$ cat src/abac_pkg.sv
// package for the address block access control: descriptor layout and encodings
// assumes a single processor clock and a control-register move port from the core
package abac_pkg;
  localparam int ABAC_DW = 32;
  localparam int ABAC_BASE_HI = 31;
  localparam int ABAC_BASE_LO = 24;
  localparam int ABAC_MASK_HI = 23;
  localparam int ABAC_MASK_LO = 16;
  localparam int ABAC_EN_BIT = 15;
  localparam int ABAC_PRIV_HI = 14;
  localparam int ABAC_PRIV_LO = 13;
  localparam int ABAC_UHI_BIT = 9;
  localparam int ABAC_ULO_BIT = 8;
  localparam int ABAC_CP_HI = 6;
  localparam int ABAC_CP_LO = 5;
  localparam int ABAC_WP_BIT = 2;
  localparam logic [31:0] ABAC_WR_MASK = 32'hFFFFE364;
  localparam logic [31:0] ABAC_RESET_VAL = 32'h00000000;
  localparam int ABAC_PAGE_BITS = 12;
  localparam logic [1:0] ABAC_SEL_INSTR0 = 2'h0;
  localparam logic [1:0] ABAC_SEL_INSTR1 = 2'h1;
  localparam logic [1:0] ABAC_SEL_DATA0 = 2'h2;
  localparam logic [1:0] ABAC_SEL_DATA1 = 2'h3;
  localparam logic [1:0] ABAC_PRIV_USER = 2'h0;
  localparam logic [1:0] ABAC_PRIV_SUPER = 2'h1;
  typedef enum logic [1:0] {
    ABAC_CP_WT = 2'h0,
    ABAC_CP_CB = 2'h1,
    ABAC_CP_NCS = 2'h2,
    ABAC_CP_NC = 2'h3
  } abac_cache_policy_e;
endpackage

$ cat src/abac_chk_if.sv
// interface between the top and one access_checker unit
// assumes both ends run on mclk
interface abac_chk_if;
  import abac_pkg::*;
  logic [31:0] desc0;
  logic [31:0] desc1;
  logic [7:0] addr_hi;
  logic priv;
  logic hit;
  logic [1:0] policy;
  logic wprot;
  logic [1:0] uattr;
  modport top (output desc0, output desc1, output addr_hi, output priv,
               input hit, input policy, input wprot, input uattr);
  modport chk (input desc0, input desc1, input addr_hi, input priv,
               output hit, output policy, output wprot, output uattr);
endinterface

$ cat src/abac_access_checker.sv
// one access_checker unit: two descriptors matched against an address
// assumes descriptors and address are stable in mclk domain; purely combinational
module abac_access_checker
  import abac_pkg::*;
(
  abac_chk_if.chk c
);
  logic [1:0] m;
  logic [31:0] d [2];
  assign d[0] = c.desc0;
  assign d[1] = c.desc1;
  for (genvar i = 0; i < 2; i++) begin : g_match
    logic [7:0] base;
    logic [7:0] msk;
    logic [1:0] pf;
    logic pok;
    assign base = d[i][ABAC_BASE_HI:ABAC_BASE_LO];
    assign msk = d[i][ABAC_MASK_HI:ABAC_MASK_LO];
    assign pf = d[i][ABAC_PRIV_HI:ABAC_PRIV_LO];
    assign pok = (pf == ABAC_PRIV_USER) ? !c.priv :
                 (pf == ABAC_PRIV_SUPER) ? c.priv : 1'b1;
    // masked bits drop out; any mask pattern allowed
    assign m[i] = d[i][ABAC_EN_BIT] && pok && (((base ^ c.addr_hi) & ~msk) == 8'h00);
  end
  logic [31:0] sel;
  assign sel = m[0] ? d[0] : d[1];
  assign c.hit = |m;
  assign c.policy = c.hit ? sel[ABAC_CP_HI:ABAC_CP_LO] : 2'h0;
  assign c.wprot = c.hit && sel[ABAC_WP_BIT];
  assign c.uattr = c.hit ? {sel[ABAC_UHI_BIT], sel[ABAC_ULO_BIT]} : 2'h0;
endmodule

$ cat src/abac_top.sv
// top of the access control: descriptor registers and two access_checker units
// assumes core requests are synchronous to mclk and held one cycle each
module abac_top
  import abac_pkg::*;
(
  input wire logic mclk,
  input wire logic rst_b,
  input wire logic ctl_wr,
  input wire logic ctl_rd,
  input wire logic ctl_super,
  input wire logic [1:0] ctl_sel,
  input wire logic [31:0] ctl_wdata,
  output logic [31:0] ctl_rdata,
  output logic ctl_ack,
  output logic ctl_priv_err,
  input wire logic if_req,
  input wire logic [31:0] if_addr,
  input wire logic if_priv,
  output logic if_valid,
  output logic [31:0] if_paddr,
  output logic [1:0] if_policy,
  output logic [1:0] if_uattr,
  output logic [19:0] if_page,
  input wire logic op_req,
  input wire logic [31:0] op_addr,
  input wire logic op_priv,
  input wire logic op_write,
  input wire logic op_rmw,
  output logic op_valid,
  output logic [31:0] op_paddr,
  output logic [1:0] op_policy,
  output logic [1:0] op_uattr,
  output logic [19:0] op_page,
  output logic op_access_err,
  input wire logic bus_start,
  input wire logic bus_is_data,
  output logic user_attr_pin_hi,
  output logic user_attr_pin_lo
);
  logic [31:0] desc_reg [4];
  logic [31:0] desc_next [4];
  logic [31:0] rdata_reg, rdata_next;
  logic ack_reg, ack_next, perr_reg, perr_next;
  logic if_valid_reg, if_valid_next, op_valid_reg, op_valid_next, err_reg, err_next;
  logic [31:0] if_paddr_reg, if_paddr_next, op_paddr_reg, op_paddr_next;
  logic [1:0] if_pol_reg, if_pol_next, op_pol_reg, op_pol_next;
  logic [1:0] if_ua_reg, if_ua_next, op_ua_reg, op_ua_next;
  logic [1:0] pin_reg, pin_next;

  abac_chk_if ich();
  abac_chk_if dch();
  assign ich.desc0 = desc_reg[ABAC_SEL_INSTR0];
  assign ich.desc1 = desc_reg[ABAC_SEL_INSTR1];
  assign ich.addr_hi = if_addr[ABAC_BASE_HI:ABAC_BASE_LO];
  assign ich.priv = if_priv;
  assign dch.desc0 = desc_reg[ABAC_SEL_DATA0];
  assign dch.desc1 = desc_reg[ABAC_SEL_DATA1];
  assign dch.addr_hi = op_addr[ABAC_BASE_HI:ABAC_BASE_LO];
  assign dch.priv = op_priv;

  abac_access_checker u_instr (.c(ich));
  abac_access_checker u_data (.c(dch));

  always_comb begin
    for (int i = 0; i < 4; i++) begin
      desc_next[i] = desc_reg[i];
    end
    rdata_next = rdata_reg;
    ack_next = 1'b0;
    perr_next = 1'b0;
    if ((ctl_wr || ctl_rd) && !ctl_super) begin
      perr_next = 1'b1;
    end else if (ctl_wr) begin
      desc_next[ctl_sel] = ctl_wdata & ABAC_WR_MASK;
      ack_next = 1'b1;
    end else if (ctl_rd) begin
      rdata_next = desc_reg[ctl_sel];
      ack_next = 1'b1;
    end
  end

  // fetch side: registered answer one cycle after the request
  always_comb begin
    if_valid_next = if_req;
    if_paddr_next = if_req ? if_addr : if_paddr_reg;
    if_pol_next = if_req ? ich.policy : if_pol_reg;
    if_ua_next = if_req ? ich.uattr : if_ua_reg;
  end

  // operand side: the write-protect abort rides with the answer
  always_comb begin
    op_valid_next = op_req;
    op_paddr_next = op_req ? op_addr : op_paddr_reg;
    op_pol_next = op_req ? dch.policy : op_pol_reg;
    op_ua_next = op_req ? dch.uattr : op_ua_reg;
    err_next = op_req && dch.wprot && (op_write || op_rmw);
  end

  // pins take the attributes latched by the last request of the chosen side
  always_comb begin
    pin_next = pin_reg;
    if (bus_start) begin
      pin_next = bus_is_data ? op_ua_reg : if_ua_reg;
    end
  end

  always_ff @(posedge mclk or negedge rst_b) begin
    if (!rst_b) begin
      for (int i = 0; i < 4; i++) begin
        desc_reg[i] <= ABAC_RESET_VAL;
      end
      rdata_reg <= 32'h00000000;
      ack_reg <= 1'b0;
      perr_reg <= 1'b0;
    end else begin
      for (int i = 0; i < 4; i++) begin
        desc_reg[i] <= desc_next[i];
      end
      rdata_reg <= rdata_next;
      ack_reg <= ack_next;
      perr_reg <= perr_next;
    end
  end

  always_ff @(posedge mclk or negedge rst_b) begin
    if (!rst_b) begin
      if_valid_reg <= 1'b0;
      if_paddr_reg <= 32'h00000000;
      if_pol_reg <= 2'h0;
      if_ua_reg <= 2'h0;
    end else begin
      if_valid_reg <= if_valid_next;
      if_paddr_reg <= if_paddr_next;
      if_pol_reg <= if_pol_next;
      if_ua_reg <= if_ua_next;
    end
  end

  always_ff @(posedge mclk or negedge rst_b) begin
    if (!rst_b) begin
      op_valid_reg <= 1'b0;
      op_paddr_reg <= 32'h00000000;
      op_pol_reg <= 2'h0;
      op_ua_reg <= 2'h0;
      err_reg <= 1'b0;
    end else begin
      op_valid_reg <= op_valid_next;
      op_paddr_reg <= op_paddr_next;
      op_pol_reg <= op_pol_next;
      op_ua_reg <= op_ua_next;
      err_reg <= err_next;
    end
  end

  always_ff @(posedge mclk or negedge rst_b) begin
    if (!rst_b) begin
      pin_reg <= 2'h0;
    end else begin
      pin_reg <= pin_next;
    end
  end

  assign ctl_rdata = rdata_reg;
  assign ctl_ack = ack_reg;
  assign ctl_priv_err = perr_reg;
  assign if_valid = if_valid_reg;
  assign if_paddr = if_paddr_reg;
  assign if_policy = if_pol_reg;
  assign if_uattr = if_ua_reg;
  assign if_page = if_paddr_reg[ABAC_DW-1:ABAC_PAGE_BITS];
  assign op_valid = op_valid_reg;
  assign op_paddr = op_paddr_reg;
  assign op_policy = op_pol_reg;
  assign op_uattr = op_ua_reg;
  assign op_page = op_paddr_reg[ABAC_DW-1:ABAC_PAGE_BITS];
  assign op_access_err = err_reg;
  assign user_attr_pin_hi = pin_reg[1];
  assign user_attr_pin_lo = pin_reg[0];
endmodule

$ cat config.mk
export PLATFORM = sky130hd
export DESIGN_NAME = abac_top
export DESIGN_NICKNAME = d
export VERILOG_FILES = /design/src/abac_pkg.sv /design/src/abac_chk_if.sv /design/src/abac_access_checker.sv /design/src/abac_top.sv
export SDC_FILE = /design/constraint.sdc
export NUM_CORES = 1
export LEC_CHECK = 0
export BUFFER_PORTS_ARGS = -buffer_cell sky130_fd_sc_hd__buf_2
export CAP_MARGIN = 30
export CORE_MARGIN = 2
export CORE_UTILIZATION = 50
export CTS_BUF_LIST = sky130_fd_sc_hd__clkbuf_2
export DETAILED_ROUTE_END_ITERATION = 10
export PLACE_DENSITY_LB_ADDON = 0.25
export SYNTH_ARGS = -nofsm -noshare
export SYNTH_HDL_FRONTEND = slang
export SYNTH_HIERARCHICAL = 1
export SYNTH_SLANG_ARGS = --single-unit
$ cat constraint.sdc
create_clock -name mclk -period 2.7 [get_ports mclk]
set_clock_uncertainty 0.15 [all_clocks]
set_input_delay 0.81 -clock mclk [delete_from_list [all_inputs] [get_ports mclk]]
set_output_delay 0.81 -clock mclk [all_outputs]
set_load 0.005 [all_outputs]
==> results.yml <==
run_status:
  status: "complete, no violations"
placed_design:
  gp_congestion: 0.848
  dp_hpwl_um: 15100
  place_inst: 1009
  dpl_cell_area_um2: 10400
  io_buffer_count: 245
clock_network:
  cts_inserted_buffers: 17
  hold_buffers: 2
  cts.sinks: 199
  path_clk_slew_ps: 290
  root_buffer: "clkbuf_2"
  max-clock-path-buffers: 2
  cts_resized: 0
  insertion_delay_ps: 780
  h-tree-depth: 4
  cts_tree: "done"
  cts_setup_buffers: 0
worst_setup_path:
  r2r-start: "dch.desc0[26]"
  critPathTopFamily: "flip-flops"
  endpoint_kind: "output pin"
  start_kind: "flop"
  crit_fanout: 3
  slowest_stage: "dfrtp_1"
  slowest_delay_ps: 470
  rr_worst_depth: 6
  cp.arrival_ps: 1390
  regToRegEndpoint: "op_policy[1]"
  crit_start: "op_uattr[1]"
  cp_num_buf_inv: 1
  path_cells: "buf_2"
  critical_path_class: "flop to output pin"
  r2r_slack_ps: 520
  crit_required_ps: 1740
power_and_ir_drop:
  vdd_drop_max_v: 0.000302
  pwr-share-clk_pct: 20.6
  power_density_nw_per_um2: 672
  swShare_pct: 30.1
  fin_total_pwr_mw: 7.32
  intPower_mw: 5.12
  p_comb_share_pct: 25.2
  leakagePower_nw: 5.14
  seqPwrFrac_pct: 54.1
  p_sw_mw: 2.20
cells_and_area:
  finalNetCount: 936
  area_delta_synth_final_pct: 18.9
  stdcell_count: 1069
  multiInputGateArea_um2: 3650
  n_fill_cell: 1421
  regArea_um2: 4980
  fin_area_um2: 10900
  drive_above_1_share_pct: 61.2
drt:
  drcViolationCount: 0
  avgViaCountPerCell: 5.37
  drt_wl_total_um: 21200
  firstDrtPassIters: 4
  vias: 5738
  wl_per_cell_um: 19.8
  drt_iter0_markers: 306
  ant_nets: 0
sta:
  hold_viol_final: 0
  setup_viol: 0
  holdWs_ps: 82.6
  relSlewSlack_pct: 60.1
  fin_crit_sh_pct: 86.9
  tightest_slew_ps: 597
  rsz0062_at_grt: "no"
  report.final.slew_viol_count: 0
  min_period_ps: 2350
  tns_ps: 0
  timing.fmax_ghz: 0.426
floorplan:
  core_um2: 18000
  dieWidth_um: 139
  start_util_pct: 51.0
  row_count: 49
  num_io_pins: 262
  dieArea_um2: 19400
  die_h_um: 139
global_route:
  antenna_found_initial: 3
  grt_overflow: 0
  grt_first_pass_wirelength_um: 33000
  grt_pass1_vias: 6040
  top_usage_layer: "met2"
  grt_start_max_net_pins: 56
  met2_usage_pct: 36.3
  gr-usage-met3_pct: 4.68
  grtUsageMet1_pct: 28.6
  grt_use_total_pct: 21.8
yosys:
  syn_area_per_cell_um2: 15.6
  synthCells: 589
  synth_area_um2: 9170
  ys_warn_count: 6
min_path:
  hold_start: "if_addr[18]"
  hold_depth: 2
  min-delay-path-class: "input pin to flop"
  min_to: "if_paddr[18]"
flow_run:
  maxCapViolCount: 0
power by group through the flow:
stage / Sequential (mW) / Combinational (mW) / Clock [mW]
after floorplan: 3.94 / 1.16 / 0
after global placement: 3.97 / 1.77 / 0
after detailed placement: 4.02 / 1.82 / 0
after CTS: 3.96 / 1.84 / 1.56
after global routing: 4.05 / 1.98 / 1.68
final: 3.96 / 1.85 / 1.51
layer usage:
metal | up-vias | wire length [um]
li1 | 2559 | -
met1 | 2932 | 8870
met2 | 223 | 10700
met3 | 24 | 1260
met4 | 0 | 371
met5 | - | 0
metrics by stage:
step / utilization, % / worst slack (ps)
3_5_place_dp: 57.8 / 53.9
5_1_grt: 60.7 / 229
6_report: 60.7 / 355
2_1_floorplan: - / 533
3_3_place_gp: 57.8 / 78.7
4_1_cts: 59.3 / 277
worst register-to-register path, stage by stage, from the launching register on:
cell       delay (ps)
dfrtp_1           470
xnor2_1           220
o22ai_1           110
nor2_1            200
o2111ai_2         310
mux2_2            370
mux2_2            260
cell type report:
class | instances | share of cell area [%]
antenna | 3 | 0.0689
clock buffer | 17 | 0.781
clock inverter | 14 | 1.52
multi-input combinational | 321 | 33.5
sequential | 199 | 45.7
tap | 229 | 2.63
timing repair buffer | 286 | 15.8
cells in the final DEF (no fill, tap or decap), types with 2 or more instances in the layout:
| cell | count |
|---|---|
| buf_2 | 244 |
| xnor2_1 | 36 |
| mux2i_1 | 2 |
| dlygate4sd3_1 | 26 |
| mux2_2 | 170 |
| nor2_1 | 10 |
| inv_8 | 3 |
| conb_1 | 8 |
| mux4_1 | 6 |
| nor3_2 | 2 |
| o2111ai_2 | 2 |
| and3_1 | 9 |
| dfrtp_1 | 199 |
| o21ai_0 | 2 |
| diode_2 | 3 |
| clkbuf_2 | 17 |
| mux4_2 | 18 |
| mux2_4 | 26 |
| inv_6 | 4 |
| bufinv_16 | 2 |
| buf_4 | 6 |
| clkinv_4 | 2 |
| clkinvlp_4 | 2 |
| o22ai_1 | 16 |
| mux2_1 | 5 |
| a21oi_1 | 2 |
| buf_12 | 9 |
worst max-delay path by stage:
| stage | cells past startpoint | endpoint |
|---|---|---|
| floorplan | 4 | ctl_rdata[21] |
| global placement | 7 | op_policy[1] |
| detailed placement | 7 | op_policy[1] |
| CTS | 1 | op_uattr[1] |
| global route | 1 | op_uattr[1] |
| finish | 1 | op_uattr[1] |
Power figures use the tool's default switching activity.
